$ cat src/hdl/hucia_pkg.sv
// Shared constants and types of the hash unit control block
package hucia_pkg;
    // Device register byte offsets
    localparam logic [7:0] HUC_CTL_OFS = 8'h00;
    localparam logic [7:0] HUC_DI_OFS = 8'h04;
    localparam logic [7:0] HUC_CFG_OFS = 8'h08;
    localparam logic [7:0] HUC_SUM_OFS = 8'h0C;
    localparam logic [7:0] HUC_INTEN_OFS = 8'h20;
    localparam logic [7:0] HUC_STAT_OFS = 8'h24;
    // Control register fields
    localparam int CTL_ALGO_HI_B = 18;
    localparam int CTL_LONG_KEY_B = 16;
    localparam int CTL_MULTI_DMA_B = 13;
    localparam int CTL_PENDING_B = 12;
    localparam int CTL_COUNT_LSB = 8;
    localparam int CTL_ALGO_LO_B = 7;
    localparam int CTL_KEYED_B = 6;
    localparam int CTL_SWAP_LSB = 4;
    localparam int CTL_DMA_EN_B = 3;
    localparam int CTL_START_B = 2;
    // Configuration register fields
    localparam int CFG_FINAL_B = 8;
    localparam int CFG_VALID_LSB = 0;
    // Status and enable fields
    localparam int STAT_INPUT_B = 0;
    localparam int STAT_CALC_B = 1;
    localparam int STAT_BUSY_B = 3;
    localparam logic [31:0] HUC_RESET_VAL = 32'h0000_0000;
    // Core cycles per block, per algorithm
    localparam logic [7:0] SHA1_CYCLES = 8'h50;
    localparam logic [7:0] MD5_CYCLES = 8'h40;
    localparam logic [7:0] SHA2_CYCLES = 8'h40;
    localparam logic [3:0] BLOCK_LAST_WORD = 4'hF;
    // Controller register byte offsets on AHB-Lite
    localparam logic [7:0] CTRL_CMD_OFS = 8'h00;
    localparam logic [7:0] CTRL_WDATA_OFS = 8'h04;
    localparam logic [7:0] CTRL_RDATA_OFS = 8'h08;
    localparam logic [7:0] CTRL_STATUS_OFS = 8'h0C;
    localparam logic [7:0] CTRL_DMA_OFS = 8'h10;
    localparam logic [7:0] CTRL_DMA_LAST_OFS = 8'h14;
    localparam int CMD_WRITE_B = 31;

    typedef enum logic [1:0] {
        HUC_SHA1 = 2'b00,
        HUC_MD5 = 2'b01,
        HUC_SHA224 = 2'b10,
        HUC_SHA256 = 2'b11
    } hucia_algo_t;
endpackage : hucia_pkg

$ cat src/hdl/hucia_if.sv
// Link between the hash unit and its feeding controller
interface hucia_if;
    logic req;
    logic we;
    logic [7:0] addr;
    logic [31:0] wdata;
    logic last;
    logic ack;
    logic [31:0] rdata;
    logic dma_req;
    logic irq;

    modport device (
        input req, we, addr, wdata, last,
        output ack, rdata, dma_req, irq
    );
    modport feeder (
        output req, we, addr, wdata, last,
        input ack, rdata, dma_req, irq
    );
endinterface : hucia_if

$ cat src/hdl/hucia_device.sv
// Hash unit control, status, input staging and interrupt logic
module hucia_device
    import hucia_pkg::*;
(
    input wire logic ref_clk_i,
    input wire logic rst_n_i,
    hucia_if.device bus,
    output logic busy_o,
    output logic [31:0] digest_sum_o
);
    logic algo_hi_r, long_key_r, multi_dma_r, algo_lo_r, keyed_mode_r;
    logic dma_en_r;
    logic [1:0] swap_mode_r;
    logic [4:0] valid_bits_r;
    logic [1:0] inten_r;
    logic input_done_r, calc_done_r;
    logic word_pending_r;
    logic [3:0] fifo_count_r;
    logic [31:0] di_r;
    logic [31:0] sum_r;
    logic busy_r, final_r, auto_final_r, dma_active_r;
    logic [7:0] proc_cnt_r;
    logic ack_r;
    logic [31:0] rdata_r;

    function automatic logic [31:0] swap_word(input logic [1:0] mode,
                                              input logic [31:0] w);
        logic [31:0] r;
        r = w;
        case (mode)
            2'b01: r = {w[15:0], w[31:16]};
            2'b10: r = {w[7:0], w[15:8], w[23:16], w[31:24]};
            2'b11: begin
                for (int i = 0; i < 32; i++) begin
                    r[i] = w[31-i];
                end
            end
            default: r = w;
        endcase
        return r;
    endfunction : swap_word

    function automatic logic [7:0] algo_cycles(input logic [1:0] a);
        logic [7:0] c;
        case (hucia_algo_t'(a))
            HUC_SHA1: c = SHA1_CYCLES;
            HUC_MD5: c = MD5_CYCLES;
            default: c = SHA2_CYCLES;
        endcase
        return c;
    endfunction : algo_cycles

    logic [1:0] algo;
    logic stall, take, wr, rd;
    logic ctl_wr, di_wr, cfg_wr, inten_wr, stat_wr;
    logic start_wr, final_wr, do_final, block_full, proc_done;
    logic [31:0] ctl_view, stat_view;

    assign algo = {algo_hi_r, algo_lo_r};
    // Input writes wait while the core is working
    assign stall = (busy_r || auto_final_r) && bus.we &&
                   (bus.addr == HUC_DI_OFS || bus.addr == HUC_CFG_OFS);
    assign take = bus.req && !ack_r && !stall;
    assign wr = take && bus.we;
    assign rd = take && !bus.we;
    assign ctl_wr = wr && bus.addr == HUC_CTL_OFS;
    assign di_wr = wr && bus.addr == HUC_DI_OFS;
    assign cfg_wr = wr && bus.addr == HUC_CFG_OFS;
    assign inten_wr = wr && bus.addr == HUC_INTEN_OFS;
    assign stat_wr = wr && bus.addr == HUC_STAT_OFS;
    assign start_wr = ctl_wr && bus.wdata[CTL_START_B];
    assign final_wr = cfg_wr && bus.wdata[CFG_FINAL_B];
    assign do_final = final_wr || auto_final_r;
    assign block_full = di_wr && word_pending_r &&
                        fifo_count_r == BLOCK_LAST_WORD;
    assign proc_done = busy_r && proc_cnt_r == 8'h01;

    // Control fields written by software
    always_ff @(posedge ref_clk_i or negedge rst_n_i) begin
        if (!rst_n_i) begin
            algo_hi_r <= 1'b0;
            long_key_r <= 1'b0;
            multi_dma_r <= 1'b0;
            algo_lo_r <= 1'b0;
            keyed_mode_r <= 1'b0;
            swap_mode_r <= 2'b00;
        end else if (ctl_wr) begin
            algo_hi_r <= bus.wdata[CTL_ALGO_HI_B];
            long_key_r <= bus.wdata[CTL_LONG_KEY_B];
            multi_dma_r <= bus.wdata[CTL_MULTI_DMA_B];
            algo_lo_r <= bus.wdata[CTL_ALGO_LO_B];
            keyed_mode_r <= bus.wdata[CTL_KEYED_B];
            swap_mode_r <= bus.wdata[CTL_SWAP_LSB +: 2];
        end
    end

    // DMA enable and the transfer it launched
    always_ff @(posedge ref_clk_i or negedge rst_n_i) begin
        if (!rst_n_i) begin
            dma_en_r <= 1'b0;
            dma_active_r <= 1'b0;
        end else begin
            if (di_wr && bus.last) begin
                dma_en_r <= 1'b0;
            end else if (ctl_wr) begin
                dma_en_r <= bus.wdata[CTL_DMA_EN_B];
            end
            if ((di_wr && bus.last) || start_wr) begin
                dma_active_r <= 1'b0;
            end else if (ctl_wr && bus.wdata[CTL_DMA_EN_B]) begin
                dma_active_r <= 1'b1;
            end
        end
    end

    always_ff @(posedge ref_clk_i or negedge rst_n_i) begin
        if (!rst_n_i) begin
            valid_bits_r <= 5'h00;
            inten_r <= 2'b00;
        end else begin
            if (cfg_wr) begin
                valid_bits_r <= bus.wdata[CFG_VALID_LSB +: 5];
            end
            if (inten_wr) begin
                inten_r <= bus.wdata[STAT_CALC_B:STAT_INPUT_B];
            end
        end
    end

    // Input staging: held word, pending bit, FIFO count, running sum
    always_ff @(posedge ref_clk_i or negedge rst_n_i) begin
        if (!rst_n_i) begin
            di_r <= HUC_RESET_VAL;
            word_pending_r <= 1'b0;
            fifo_count_r <= 4'h0;
            sum_r <= HUC_RESET_VAL;
        end else if (start_wr) begin
            word_pending_r <= 1'b0;
            fifo_count_r <= 4'h0;
            sum_r <= HUC_RESET_VAL;
        end else if (do_final) begin
            if (word_pending_r) begin
                sum_r <= sum_r ^ swap_word(swap_mode_r, di_r);
            end
            word_pending_r <= 1'b0;
            fifo_count_r <= 4'h0;
        end else if (di_wr) begin
            di_r <= bus.wdata;
            word_pending_r <= 1'b1;
            if (word_pending_r) begin
                sum_r <= sum_r ^ swap_word(swap_mode_r, di_r);
                fifo_count_r <= block_full ? 4'h0 :
                                fifo_count_r + 4'h1;
            end
        end
    end

    // Core timing stand-in: block or final run length by algorithm
    always_ff @(posedge ref_clk_i or negedge rst_n_i) begin
        if (!rst_n_i) begin
            busy_r <= 1'b0;
            final_r <= 1'b0;
            auto_final_r <= 1'b0;
            proc_cnt_r <= 8'h00;
        end else begin
            auto_final_r <= di_wr && bus.last && !multi_dma_r;
            if (start_wr) begin
                busy_r <= 1'b0;
                final_r <= 1'b0;
                proc_cnt_r <= 8'h00;
            end else if (do_final || block_full) begin
                busy_r <= 1'b1;
                final_r <= do_final;
                proc_cnt_r <= algo_cycles(algo);
            end else if (busy_r) begin
                proc_cnt_r <= proc_cnt_r - 8'h01;
                if (proc_done) begin
                    busy_r <= 1'b0;
                end
            end
        end
    end

    // Flags: hardware set wins over software clear (write 0 clears)
    always_ff @(posedge ref_clk_i or negedge rst_n_i) begin
        if (!rst_n_i) begin
            input_done_r <= 1'b0;
            calc_done_r <= 1'b0;
        end else begin
            if (proc_done && !final_r) begin
                input_done_r <= 1'b1;
            end else if (stat_wr && !bus.wdata[STAT_INPUT_B]) begin
                input_done_r <= 1'b0;
            end
            if (proc_done && final_r) begin
                calc_done_r <= 1'b1;
            end else if (stat_wr && !bus.wdata[STAT_CALC_B]) begin
                calc_done_r <= 1'b0;
            end
        end
    end

    always_comb begin
        ctl_view = HUC_RESET_VAL;
        ctl_view[CTL_ALGO_HI_B] = algo_hi_r;
        ctl_view[CTL_LONG_KEY_B] = long_key_r;
        ctl_view[CTL_MULTI_DMA_B] = multi_dma_r;
        ctl_view[CTL_PENDING_B] = word_pending_r;
        ctl_view[CTL_COUNT_LSB +: 4] = fifo_count_r;
        ctl_view[CTL_ALGO_LO_B] = algo_lo_r;
        ctl_view[CTL_KEYED_B] = keyed_mode_r;
        ctl_view[CTL_SWAP_LSB +: 2] = swap_mode_r;
        ctl_view[CTL_DMA_EN_B] = dma_en_r;
        stat_view = HUC_RESET_VAL;
        stat_view[STAT_INPUT_B] = input_done_r;
        stat_view[STAT_CALC_B] = calc_done_r;
        stat_view[STAT_BUSY_B] = busy_r;
    end

    // Registered answer, one cycle after the request is taken
    always_ff @(posedge ref_clk_i or negedge rst_n_i) begin
        if (!rst_n_i) begin
            ack_r <= 1'b0;
            rdata_r <= HUC_RESET_VAL;
        end else begin
            ack_r <= take;
            if (rd) begin
                case (bus.addr)
                    HUC_CTL_OFS: rdata_r <= ctl_view;
                    HUC_DI_OFS: rdata_r <= di_r;
                    HUC_CFG_OFS: rdata_r <= {27'h0, valid_bits_r};
                    HUC_SUM_OFS: rdata_r <= sum_r;
                    HUC_INTEN_OFS: rdata_r <= {30'h0, inten_r};
                    HUC_STAT_OFS: rdata_r <= stat_view;
                    default: rdata_r <= HUC_RESET_VAL;
                endcase
            end
        end
    end

    assign bus.ack = ack_r;
    assign bus.rdata = rdata_r;
    assign bus.dma_req = dma_active_r && !busy_r && !auto_final_r;
    assign bus.irq = (input_done_r && inten_r[0]) ||
                     (calc_done_r && inten_r[1]);
    assign busy_o = busy_r;
    assign digest_sum_o = sum_r;
endmodule : hucia_device

$ cat src/flat_wrapper.sv
// flat-port wrapper written by rule: the top's interface ports become plain ports
module hucia_device_flat import hucia_pkg::*;
  (ref_clk_i, rst_n_i, busy_o, digest_sum_o, bus_req, bus_we, bus_addr, bus_wdata, bus_last, bus_ack, bus_rdata, bus_dma_req, bus_irq);
  hucia_if bus_i ();
  input wire logic ref_clk_i;
  input wire logic rst_n_i;
  output logic busy_o;
  output logic [31:0] digest_sum_o;
  input wire logic [$bits(bus_i.req)-1:0] bus_req;
  input wire logic [$bits(bus_i.we)-1:0] bus_we;
  input wire logic [$bits(bus_i.addr)-1:0] bus_addr;
  input wire logic [$bits(bus_i.wdata)-1:0] bus_wdata;
  input wire logic [$bits(bus_i.last)-1:0] bus_last;
  output wire logic [$bits(bus_i.ack)-1:0] bus_ack;
  output wire logic [$bits(bus_i.rdata)-1:0] bus_rdata;
  output wire logic [$bits(bus_i.dma_req)-1:0] bus_dma_req;
  output wire logic [$bits(bus_i.irq)-1:0] bus_irq;
  assign bus_i.req = bus_req;
  assign bus_i.we = bus_we;
  assign bus_i.addr = bus_addr;
  assign bus_i.wdata = bus_wdata;
  assign bus_i.last = bus_last;
  assign bus_ack = bus_i.ack;
  assign bus_rdata = bus_i.rdata;
  assign bus_dma_req = bus_i.dma_req;
  assign bus_irq = bus_i.irq;
  hucia_device u_core (.ref_clk_i(ref_clk_i), .rst_n_i(rst_n_i), .bus(bus_i), .busy_o(busy_o), .digest_sum_o(digest_sum_o));
endmodule
$ cat config.mk
export PLATFORM = sky130hd
export DESIGN_NAME = hucia_device_flat
export DESIGN_NICKNAME = d
export VERILOG_FILES = /design/src/hdl/hucia_pkg.sv /design/src/hdl/hucia_if.sv /design/src/hdl/hucia_device.sv /design/src/flat_wrapper.sv
export SDC_FILE = /design/constraint.sdc
export NUM_CORES = 1
export LEC_CHECK = 0
export ABC_AREA = 1
export BUFFER_PORTS_ARGS = -buffer_cell sky130_fd_sc_hd__buf_2
export CORE_MARGIN = 3
export CORE_UTILIZATION = 63
export CTS_BUF_LIST = sky130_fd_sc_hd__clkbuf_4
export CTS_CLUSTER_DIAMETER = 150
export DETAILED_ROUTE_END_ITERATION = 12
export PLACE_DENSITY = 0.95
export SLEW_MARGIN = 10
export SYNTH_ARGS = -nofsm -noshare
export SYNTH_HDL_FRONTEND = slang
export SYNTH_SLANG_ARGS = --single-unit
export TNS_END_PERCENT = 10
$ cat constraint.sdc
create_clock -name ref_clk_i -period 4.15 [get_ports ref_clk_i]
set_input_delay 0.6225 -clock ref_clk_i [delete_from_list [all_inputs] [get_ports ref_clk_i]]
set_output_delay 0.6225 -clock ref_clk_i [all_outputs]
set_load 0.02 [all_outputs]
# Yosys cells after proc, flatten, opt, wreduce, memory -nomap -nowiden
# Index checks and enable logic that the tools add are counted.
# word_totals
out_inout_bits	68
reg_bits	131
in_bits	45
# classes
addsub	2
bitwise	4
reduce_logical	56
n_mux	39
n_eq_ne	10
# ops
operator	count
32-bit two-way mux	11
32-bit one-hot mux with 6 select lines	1
32-bit one-hot mux with 3 select lines	1
32-bit bitwise XOR	2
1-bit logical AND	27
8-bit two-way mux	3
4-bit two-way mux	5
1-bit two-way mux	17
8-bit by 4-bit equality test with 1-bit output (second input constant)	2
8-bit by 6-bit equality test with 1-bit output (second input constant)	2
2-bit nonzero test	6
1-bit logical NOT	9
3-bit nonzero test	3
8-bit by 1-bit equality test with 1-bit output (second input constant)	1
8-bit by 3-bit equality test with 1-bit output (second input constant)	1
8-bit logical NOT	1
8-bit by 1-bit subtractor with 8-bit output (second input constant)	1
1-bit logical OR	6
5-bit two-way mux	1
4-bit by 1-bit adder with 4-bit output (second input constant)	1
2-bit equality test (second input constant)	2
4-bit equality test (second input constant)	1
2-bit AND reduction	2
3-bit AND reduction	1
other kinds (3)	4

# Longest topological paths before layout
# Gate-level depths: netlist of run 1.
# depth
word_depth	16
ltp_mapped	16

# Least setup slack after synthesis of run 1
# OpenSTA, ideal clock, no wires.
# synth_timing
path_type	in2reg
start	input bus_addr[0]
end	register u_core.sum_r[11] (netlist: u_core.digest_sum_o[11])
t_arrival_ns	1.951
path_buffers	1
cell_stages	15
slack_ns	2.078
cell_sequence	inv_1 -> nand2_1 -> nor2_1 -> nand2_2 -> nand2_2 -> nand2_2 -> nand3_2 -> nor2_2 -> nand2_4 -> inv_2 -> nor2_4 -> nand2_2 -> nand2_4 -> buf_4 -> o21ai_1
# synth_between
elab_chain_cells	11
word_cells_on_any_way	19
classes_between	eq/ne (2); mux (2); reduce/logical (15)
# synth_lines
item	line_no	rtl
start: declaration	flat_wrapper.sv:11	input wire logic [$bits(bus_i.addr)-1:0] bus_addr;
8-bit by 3-bit equality test with 1-bit output / 8-bit by 4-bit equality test with 1-bit output (equally long branches)	hucia_device.sv:62, hucia_device.sv:67, hucia_device.sv:68	
1-bit logical OR	hucia_device.sv:62	(bus.addr == HUC_DI_OFS || bus.addr == HUC_CFG_OFS);
1-bit logical AND	hucia_device.sv:61	assign stall = (busy_r || auto_final_r) && bus.we &&
1-bit logical NOT	hucia_device.sv:63	assign take = bus.req && !ack_r && !stall;
1-bit logical AND	hucia_device.sv:63	
1-bit logical AND	hucia_device.sv:64	assign wr = take && bus.we;
1-bit logical AND	hucia_device.sv:68	assign cfg_wr = wr && bus.addr == HUC_CFG_OFS;
1-bit logical AND	hucia_device.sv:72	assign final_wr = cfg_wr && bus.wdata[CFG_FINAL_B];
1-bit logical OR	hucia_device.sv:73	assign do_final = final_wr || auto_final_r;
3-bit nonzero test (no line) / 32-bit two-way mux (equally long branches)	-	
2-bit AND reduction (no line) / 32-bit two-way mux (equally long branches)	-	
end signal: assignment	hucia_device.sv:143	sum_r <= sum_r ^ swap_word(swap_mode_r, di_r);
end signal: assignment	hucia_device.sv:151	sum_r <= sum_r ^ swap_word(swap_mode_r, di_r);
end: declaration	hucia_device.sv:20	logic [31:0] sum_r;
# Parallel ways exist; a longest one is shown, timed or not.
# A chain may end at the register's enable or synchronous reset.

# Worst setup path in the final report of run 1
# layout_timing
start	register u_core.swap_mode_r[1]
end	register u_core.sum_r[1] (netlist: u_core.digest_sum_o[1])
# layout_between
elab_chain_cells	11
word_cells_on_any_way	17
classes_between	eq/ne (3); mux (12); bitwise (2)
# layout_lines
item	line_no	rtl
start: declaration	hucia_device.sv:13	logic [1:0] swap_mode_r;
start signal: assignment	hucia_device.sv:93	swap_mode_r <= bus.wdata[CTL_SWAP_LSB +: 2];
2-bit equality test / 2-bit by 1-bit equality test with 1-bit output (equally long branches)	hucia_device.sv:30	case (mode)
32-bit one-hot mux with 3 select lines (*)	hucia_device.sv:30	
32-bit two-way mux (*)	hucia_device.sv:142, hucia_device.sv:150	
32-bit two-way mux	hucia_device.sv:147	end else if (di_wr) begin
32-bit two-way mux	hucia_device.sv:141	end else if (do_final) begin
32-bit two-way mux	hucia_device.sv:137	end else if (start_wr) begin
32-bit bitwise XOR	hucia_device.sv:151	
32-bit two-way mux	hucia_device.sv:150	if (word_pending_r) begin
32-bit two-way mux	hucia_device.sv:147	
32-bit two-way mux (*)	hucia_device.sv:141	
32-bit two-way mux (*)	hucia_device.sv:137	
# Mark *: on every way between the ends. The rest lies on a longest branch, timed or not. The select of a mux whose other input is x is not followed.

==> results of run 1 <==
## how the worst max path moves through the flow
| stage | startpoint | end | slack [ns] |
|---|---|---|---|
| 2_1_floorplan | bus_addr[0] | u_core.digest_sum_o[11] | 2.08 |
| 3_3_place_gp | u_core.swap_mode_r[1] | u_core.digest_sum_o[1] | 1.40 |
| 3_5_place_dp | bus_addr[6] | u_core.digest_sum_o[11] | 1.33 |
| 4_1_cts | u_core.swap_mode_r[1] | u_core.digest_sum_o[1] | 1.39 |
| 5_1_grt | u_core.swap_mode_r[1] | u_core.digest_sum_o[1] | 1.06 |
| 6_report | u_core.swap_mode_r[1] | u_core.digest_sum_o[1] | 1.26 |
## per-layer routing
layer  routed length, um  vias to the layer above
li1                    -                     3285
met1                8030                     3297
met2                9150                      564
met3                2670                       89
met4                 851                        0
met5                   0                        -
## power breakdown
| part | internal (mW) | switching, mW |
|---|---|---|
| Combinational | 0.110 | 0.204 |
| Sequential | 1.33 | 0.0502 |
| Clock | 0.535 | 0.489 |
## metrics by stage
step	hold WS, ns	power, mW	utilization, %	cell area, sq um
5_1_grt	0.299	2.81	75.5	7970
4_1_cts	0.282	2.71	75.5	7970
3_3_place_gp	0.458	1.70	72.3	7630
3_5_place_dp	0.461	1.70	72.3	7630
2_1_floorplan	0.327	1.59	-	7020
6_report	0.253	2.72	75.5	7970
## registers in the layout, summed over array words and instances, names as in the netlist, 2 cells and up
name / count
u_core.proc_cnt_r: 8
u_core.digest_sum_o: 32
u_core.di_r: 32
u_core.inten_r: 2
u_core.fifo_count_r: 4
u_core.bus.rdata: 32
u_core.valid_bits_r: 5
u_core.swap_mode_r: 2
## logic make-up (layout without fill, tap and decap cells)
kind of cell / Yosys count / after routing / share of synthesized area [%]
and+or+nand+nor: 355 / 355 / 20.6
adders and majority gates: 3 / 3 / 0.535
xor gates and xnor gates: 8 / 8 / 0.998
buffers and inverters: 154 / 263 / 9.02
AOI/OAI and AO/OA: 293 / 293 / 22.2
DFF: 131 / 131 / 46.7
## layout make-up
type                       count  share of cell area, %
clock buffer                  17                   1.60
clock inverter                15                   2.68
inverter                     108                   5.09
multi-input combinational    659                   39.1
sequential                   131                   41.1
tap                          136                   2.14
timing repair buffer         123                   8.26
## synth_stat cells (all sizes together)
master and number:
a21oi 85, xor2 5, a22o 1, o22ai 27, a21boi 1, nand3 12
nor2 79, a211oi 2, nand4 7, a221oi 6, o2111ai 1, buf 21
dfrtp 131, clkinv 1, or3 1, inv 107, nor4 1, ha 3
a2111oi 1, nand2 247, a21o 2, nor3 6, o21ai 166, xnor2 3
o211ai 1, or2 2, clkbuf 25
==> impl_metrics.toml, run 1 <==
[status]
run_status = "completed"

[floorplanning]
core_area_sq_mm = 0.0106
floorplan.initialDensity_pct = 66.5
fp.dieArea_sq_mm = 0.0124
row_count = 37
ioPinCount = 113
dieHeight_um = 112
fp.dieW_um = 112

[critical_path]
cp_data_arrival_time_ns = 3.34
rr_endpoint = "u_core.digest_sum_o[1]"
critical_path_end_type = "flop"
startpoint_type = "flop"
critical_path.most_common_cell = "sky130_fd_sc_hd__o21ai_0"
critical_path.max_fanout = 29
timing.critical_path.cells = "nand2_1, inv_1, a21oi_1, o21ai_0, o21ai_0, xor2_1, or2_2, o21ai_1"
required_ns = 4.60
critical_path_class = "reg2reg"
critPathBufInv = 1
r2r_slack_ns = 1.26
critical_path_s_largest_stage_delay_ns = 0.89
timing.reg2reg.worst_path_depth = 8
timing.rr.start = "u_core.swap_mode_r[1]"
worst_path_max_delay_cell = "sky130_fd_sc_hd__dfrtp_1"
worstSetupPathDepth = 8
crit_family = "simple AND/OR/NAND/NOR gates"

[place]
dp_hpwl_mm = 14.2
place.gp.congestion = 1.00
place.port_buffers = 112
dp_slack_ns = 1.33
post-place-cells = 1157

[routing]
post-route-drc-count = 0
drt_first_pass_iters = 8
ant_nets = 0
vias = 7235
drt-total-wl_mm = 20.7
post_drt_via_cell_ratio = 6.08
avg_wl_per_cell_um = 17.4
detail_route.iter0.violations = 976

[yosys]
netlist.area_leader.share_pct = 46.7
synth_cell_type_count = 40
ys_top_cells_by_area = "sky130_fd_sc_hd__dfrtp_1 (47%), sky130_fd_sc_hd__nand2_1 (13%), sky130_fd_sc_hd__o21ai_0 (9.5%)"
synth-seq-cells = 131
syn_area_per_cell_sq_um = 7.44
postSynthNetCount = 992
postSynthCellCount = 944
synth.yosys.seq_area_share_pct = 46.7
yosys_warnings = 0
yosys.area.top_type = "sky130_fd_sc_hd__dfrtp_1"
mappedNetlistArea_sq_mm = 0.00702

[timing]
tightestPinTransition_ns = 0.994
finClkSkew_ns = 0.0156
maxSlewHeadroom_pct = 33.7
final.period_utilization_pct = 69.7
hold_violations = 0
finalSetupViolations = 0
rsz0062_at_grt = "false"
fmaxAchievable_mhz = 346
timing.setup.tns_ns = 0
final_period_minus_worst_setup_slack_ns = 2.89
final_max_slew_viol_count = 0
setup_slack_ns = 1.26

[cts]
clockRootBuffer = "sky130_fd_sc_hd__clkbuf_4"
cts_num_sinks = 131
h-tree-depth = 4
clkTransAtPathRegs_ns = 0.12
post_cts_hold_buffer_count = 0
cts-resized-gates = 0
tritoncts = "yes"
post-cts-setup-buffers = 0
clock_insertion_delay_worst_skew_ns = 0.53
cts_inserted_buffers = 17
cts_max_path_buffers = 2

[cells_and_area]
final_common_cell = "sky130_fd_sc_hd__nand2_1"
fillerInstances = 787
finish.net_count = 1088
post_route_cells_drive_above_1_share_pct = 17.6
area_growth_pct = 13.5
most-common-layout-cells = "sky130_fd_sc_hd__nand2_1 (239), sky130_fd_sc_hd__o21ai_0 (133), sky130_fd_sc_hd__dfrtp_1 (131)"
num_antenna_cells = 0
ff_latch_area_sq_mm = 0.00328
layoutNonFillerInstCount = 1189
multi_input_area_sq_mm = 0.00312

[global_routing]
combined_global_route_utilization_of_all_metal_layers_pct = 33.1
busiest_layer = "met2"
met2_use_gr_pct = 49.8
largest_net_degree_at_the_start_of_global_routing = 82
first_global_vias = 6760
grt_remaining_overflow = 0
first_pass_grt_wire_length_mm = 33.4
grt.met1_usage_pct = 46.2
grt_antenna_before_repair = 0
gr-usage-met3_pct = 7.55

[power_and_ir_drop]
pwr_density_cell_mw_per_mm2 = 341
static-leakage-power_nw = 4.18
max_rail_drop_vdd_mv = 0.196

[run]
maxCapViolations = 0

[min_path]
min_path_type = "in2async"
(Power assumes the default switching activity.)
==> run 2: changes to the inputs <==
- ABC_AREA: 1 -> 0
- CORE_UTILIZATION: 63 -> 53
- PLACE_DENSITY: 0.95 -> 0.89
- clock period: 4.15 -> 2.3 ns (I/O delays scaled with it)
==> impl_metrics.toml, run 2 <==
[timing]
setup_slack_ns = 0.254
timing.hold.ws_ns = 0.0216
hold_violations = 0
fmaxAchievable_mhz = 489
finalSetupViolations = 0
maxSlewHeadroom_pct = 58.2
final_period_minus_worst_setup_slack_ns = 2.05
timing.setup.tns_ns = 0
rsz0062_at_grt = "false"
tightestPinTransition_ns = 0.628
final_max_slew_viol_count = 0
finClkSkew_ns = 0.0168
final.period_utilization_pct = 88.9

[routing]
avg_wl_per_cell_um = 18.2
vias = 6220
post_drt_via_cell_ratio = 5.96
drt-total-wl_mm = 19.0
post-route-drc-count = 0
detail_route.iter0.violations = 674
drt_first_pass_iters = 5
ant_nets = 0

[critical_path]
critical_path_class = "reg2reg"
startpoint_type = "flop"
cp_data_arrival_time_ns = 2.47
critical_path.max_fanout = 9
critical_path_end_type = "flop"
required_ns = 2.73

[place]
post-place-cells = 987
dpl_cell_area_sq_mm = 0.00795
place.gp.congestion = 0.921
place.port_buffers = 112
dp_hpwl_mm = 13.9
dp_slack_ns = 0.0223

[cts]
post-cts-setup-buffers = 0
cts_num_sinks = 131
tritoncts = "yes"
cts_inserted_buffers = 17
h-tree-depth = 4
clkTransAtPathRegs_ns = 0.13
cts_max_path_buffers = 2
clockRootBuffer = "sky130_fd_sc_hd__clkbuf_4"
clock_insertion_delay_worst_skew_ns = 0.54

[floorplanning]
ioPinCount = 113
core_area_sq_mm = 0.0128
dieHeight_um = 121
floorplan.initialDensity_pct = 55.1
row_count = 41
fp.dieW_um = 121
fp.dieArea_sq_mm = 0.0148

[yosys]
syn_area_per_cell_sq_um = 9.74
mappedNetlistArea_sq_mm = 0.00707
synthTopCellsByCount = "sky130_fd_sc_hd__nand2_1 (173), sky130_fd_sc_hd__dfrtp_1 (131), sky130_fd_sc_hd__nor2_1 (59), sky130_fd_sc_hd__inv_1 (38), sky130_fd_sc_hd__nand3_1 (35)"
top_ff_cell_synth = "sky130_fd_sc_hd__dfrtp_1"
postSynthNetCount = 774
yosys.area.top_type = "sky130_fd_sc_hd__dfrtp_1"
asyncSetResetFlopFracSynth_pct = 100
synth-edff-count = 0
synth_cell_type_count = 52
ys_top_cells_by_area = "sky130_fd_sc_hd__dfrtp_1 (46%), sky130_fd_sc_hd__mux4_2 (11%), sky130_fd_sc_hd__nand2_1 (9.2%)"
netlist.area_leader.share_pct = 46.4
synth.yosys.seq_area_share_pct = 46.4
synth_most_common_cell = "sky130_fd_sc_hd__nand2_1"
postSynthCellCount = 726
yosys_warnings = 0
synth-seq-cells = 131

[global_routing]
grt_antenna_before_repair = 0
grt_remaining_overflow = 0
combined_global_route_utilization_of_all_metal_layers_pct = 26.7
first_global_vias = 5945
first_pass_grt_wire_length_mm = 30.7
largest_net_degree_at_the_start_of_global_routing = 53

[cells_and_area]
design_area_sq_mm = 0.00849
num_antenna_cells = 0
most-common-layout-cells = "sky130_fd_sc_hd__nand2_1 (173), sky130_fd_sc_hd__dfrtp_1 (131), sky130_fd_sc_hd__buf_2 (111)"
post_route_cells_drive_above_1_share_pct = 26.4
final_common_cell = "sky130_fd_sc_hd__nand2_1"
area_growth_pct = 20.1
finish.net_count = 907
layoutNonFillerInstCount = 1043

[power_and_ir_drop]
max_rail_drop_vdd_mv = 0.281
static-leakage-power_nw = 4.23
pwr_density_cell_mw_per_mm2 = 546

[run]
maxCapViolations = 0

[status]
run_status = "completed"

[min_path]
min_path_type = "in2reg"
-- run 2: critical path, cell delays in order (launching register included) --
cell and delay [ns]:
sky130_fd_sc_hd__dfrtp_1 0.43, sky130_fd_sc_hd__buf_4 0.19, sky130_fd_sc_hd__nor2_1 0.22, sky130_fd_sc_hd__nand4_1 0.21
sky130_fd_sc_hd__nor2_1 0.42, sky130_fd_sc_hd__nor2b_1 0.16, sky130_fd_sc_hd__o41ai_1 0.32
-- run 2: routing by layer --
layer  track usage, %  up-vias  share of wire [%]
met5                0        -                  0
li1                 -     2801                  -
met1             36.9     2996                 41
met2             41.4      377                 47
met4             9.52        0                2.6
met3             6.53       46                9.8
-- run 2: cells by family after synthesis --
family                     count (synthesis)  synth area share [%]
AOI/OAI and AO/OA                        124                  11.6
xor gates and xnor gates                   8                 0.991
adders and majority gates                  3                 0.531
buffers and inverters                     88                  5.43
DFF                                      131                  46.4
muxes                                     66                  15.7
and+or+nand+nor                          306                  19.4
-- run 2: metrics by stage --
step / util (%) / power (mW)
after global routing: 66.2 / 4.84
after CTS: 66.1 / 4.66
final: 66.2 / 4.63
after detailed placement: 62.0 / 3.02
after floorplan: - / 2.82
after global placement: 62.0 / 3.00
-- run 2: final cells by class --
cell class	count	area, sq um
Sequential cell	131	3280
Multi-Input combinational cell	507	3410
Timing Repair Buffer	164	1150
Clock inverter	14	164
Fill cell	973	4340
Tap cell	172	215
Inverter	38	143
Clock buffer	17	128
-- run 2: final timing paths --
path                                        endpoint                start  cells after the start  slack [ns]
worst max-delay path            u_core.proc_cnt_r[4]        u_core.busy_o                      6        0.25
min in group asynchronous       u_core.bus.rdata[20]              rst_n_i                      2        0.36
worst max register to register  u_core.proc_cnt_r[4]        u_core.busy_o                      6        0.25
worst min register to register   u_core.bus.rdata[4]  u_core.bus.rdata[4]                      2        0.48
max in group asynchronous        u_core.bus.rdata[8]              rst_n_i                      3        1.21
worst min-delay path                 u_core.di_r[12]        bus_wdata[12]                      3        0.02
-- run 2: where the power goes --
group	leakage (nW)	total, mW	internal [mW]	switching [mW]
clock	0.145	1.62	0.741	0.879
combinational	2.46	0.528	0.247	0.282
sequential	1.62	2.48	2.39	0.0905
total	4.23	4.63	3.38	1.25
-- run 2: repair_timing --
action | 4_1_cts | 5_1_grt
endpoints found under the setup margin | 0 | 0
endpoints found under the hold margin | 66 | 1
resized for setup | 0 | 0
hold buffers | 24 | 1
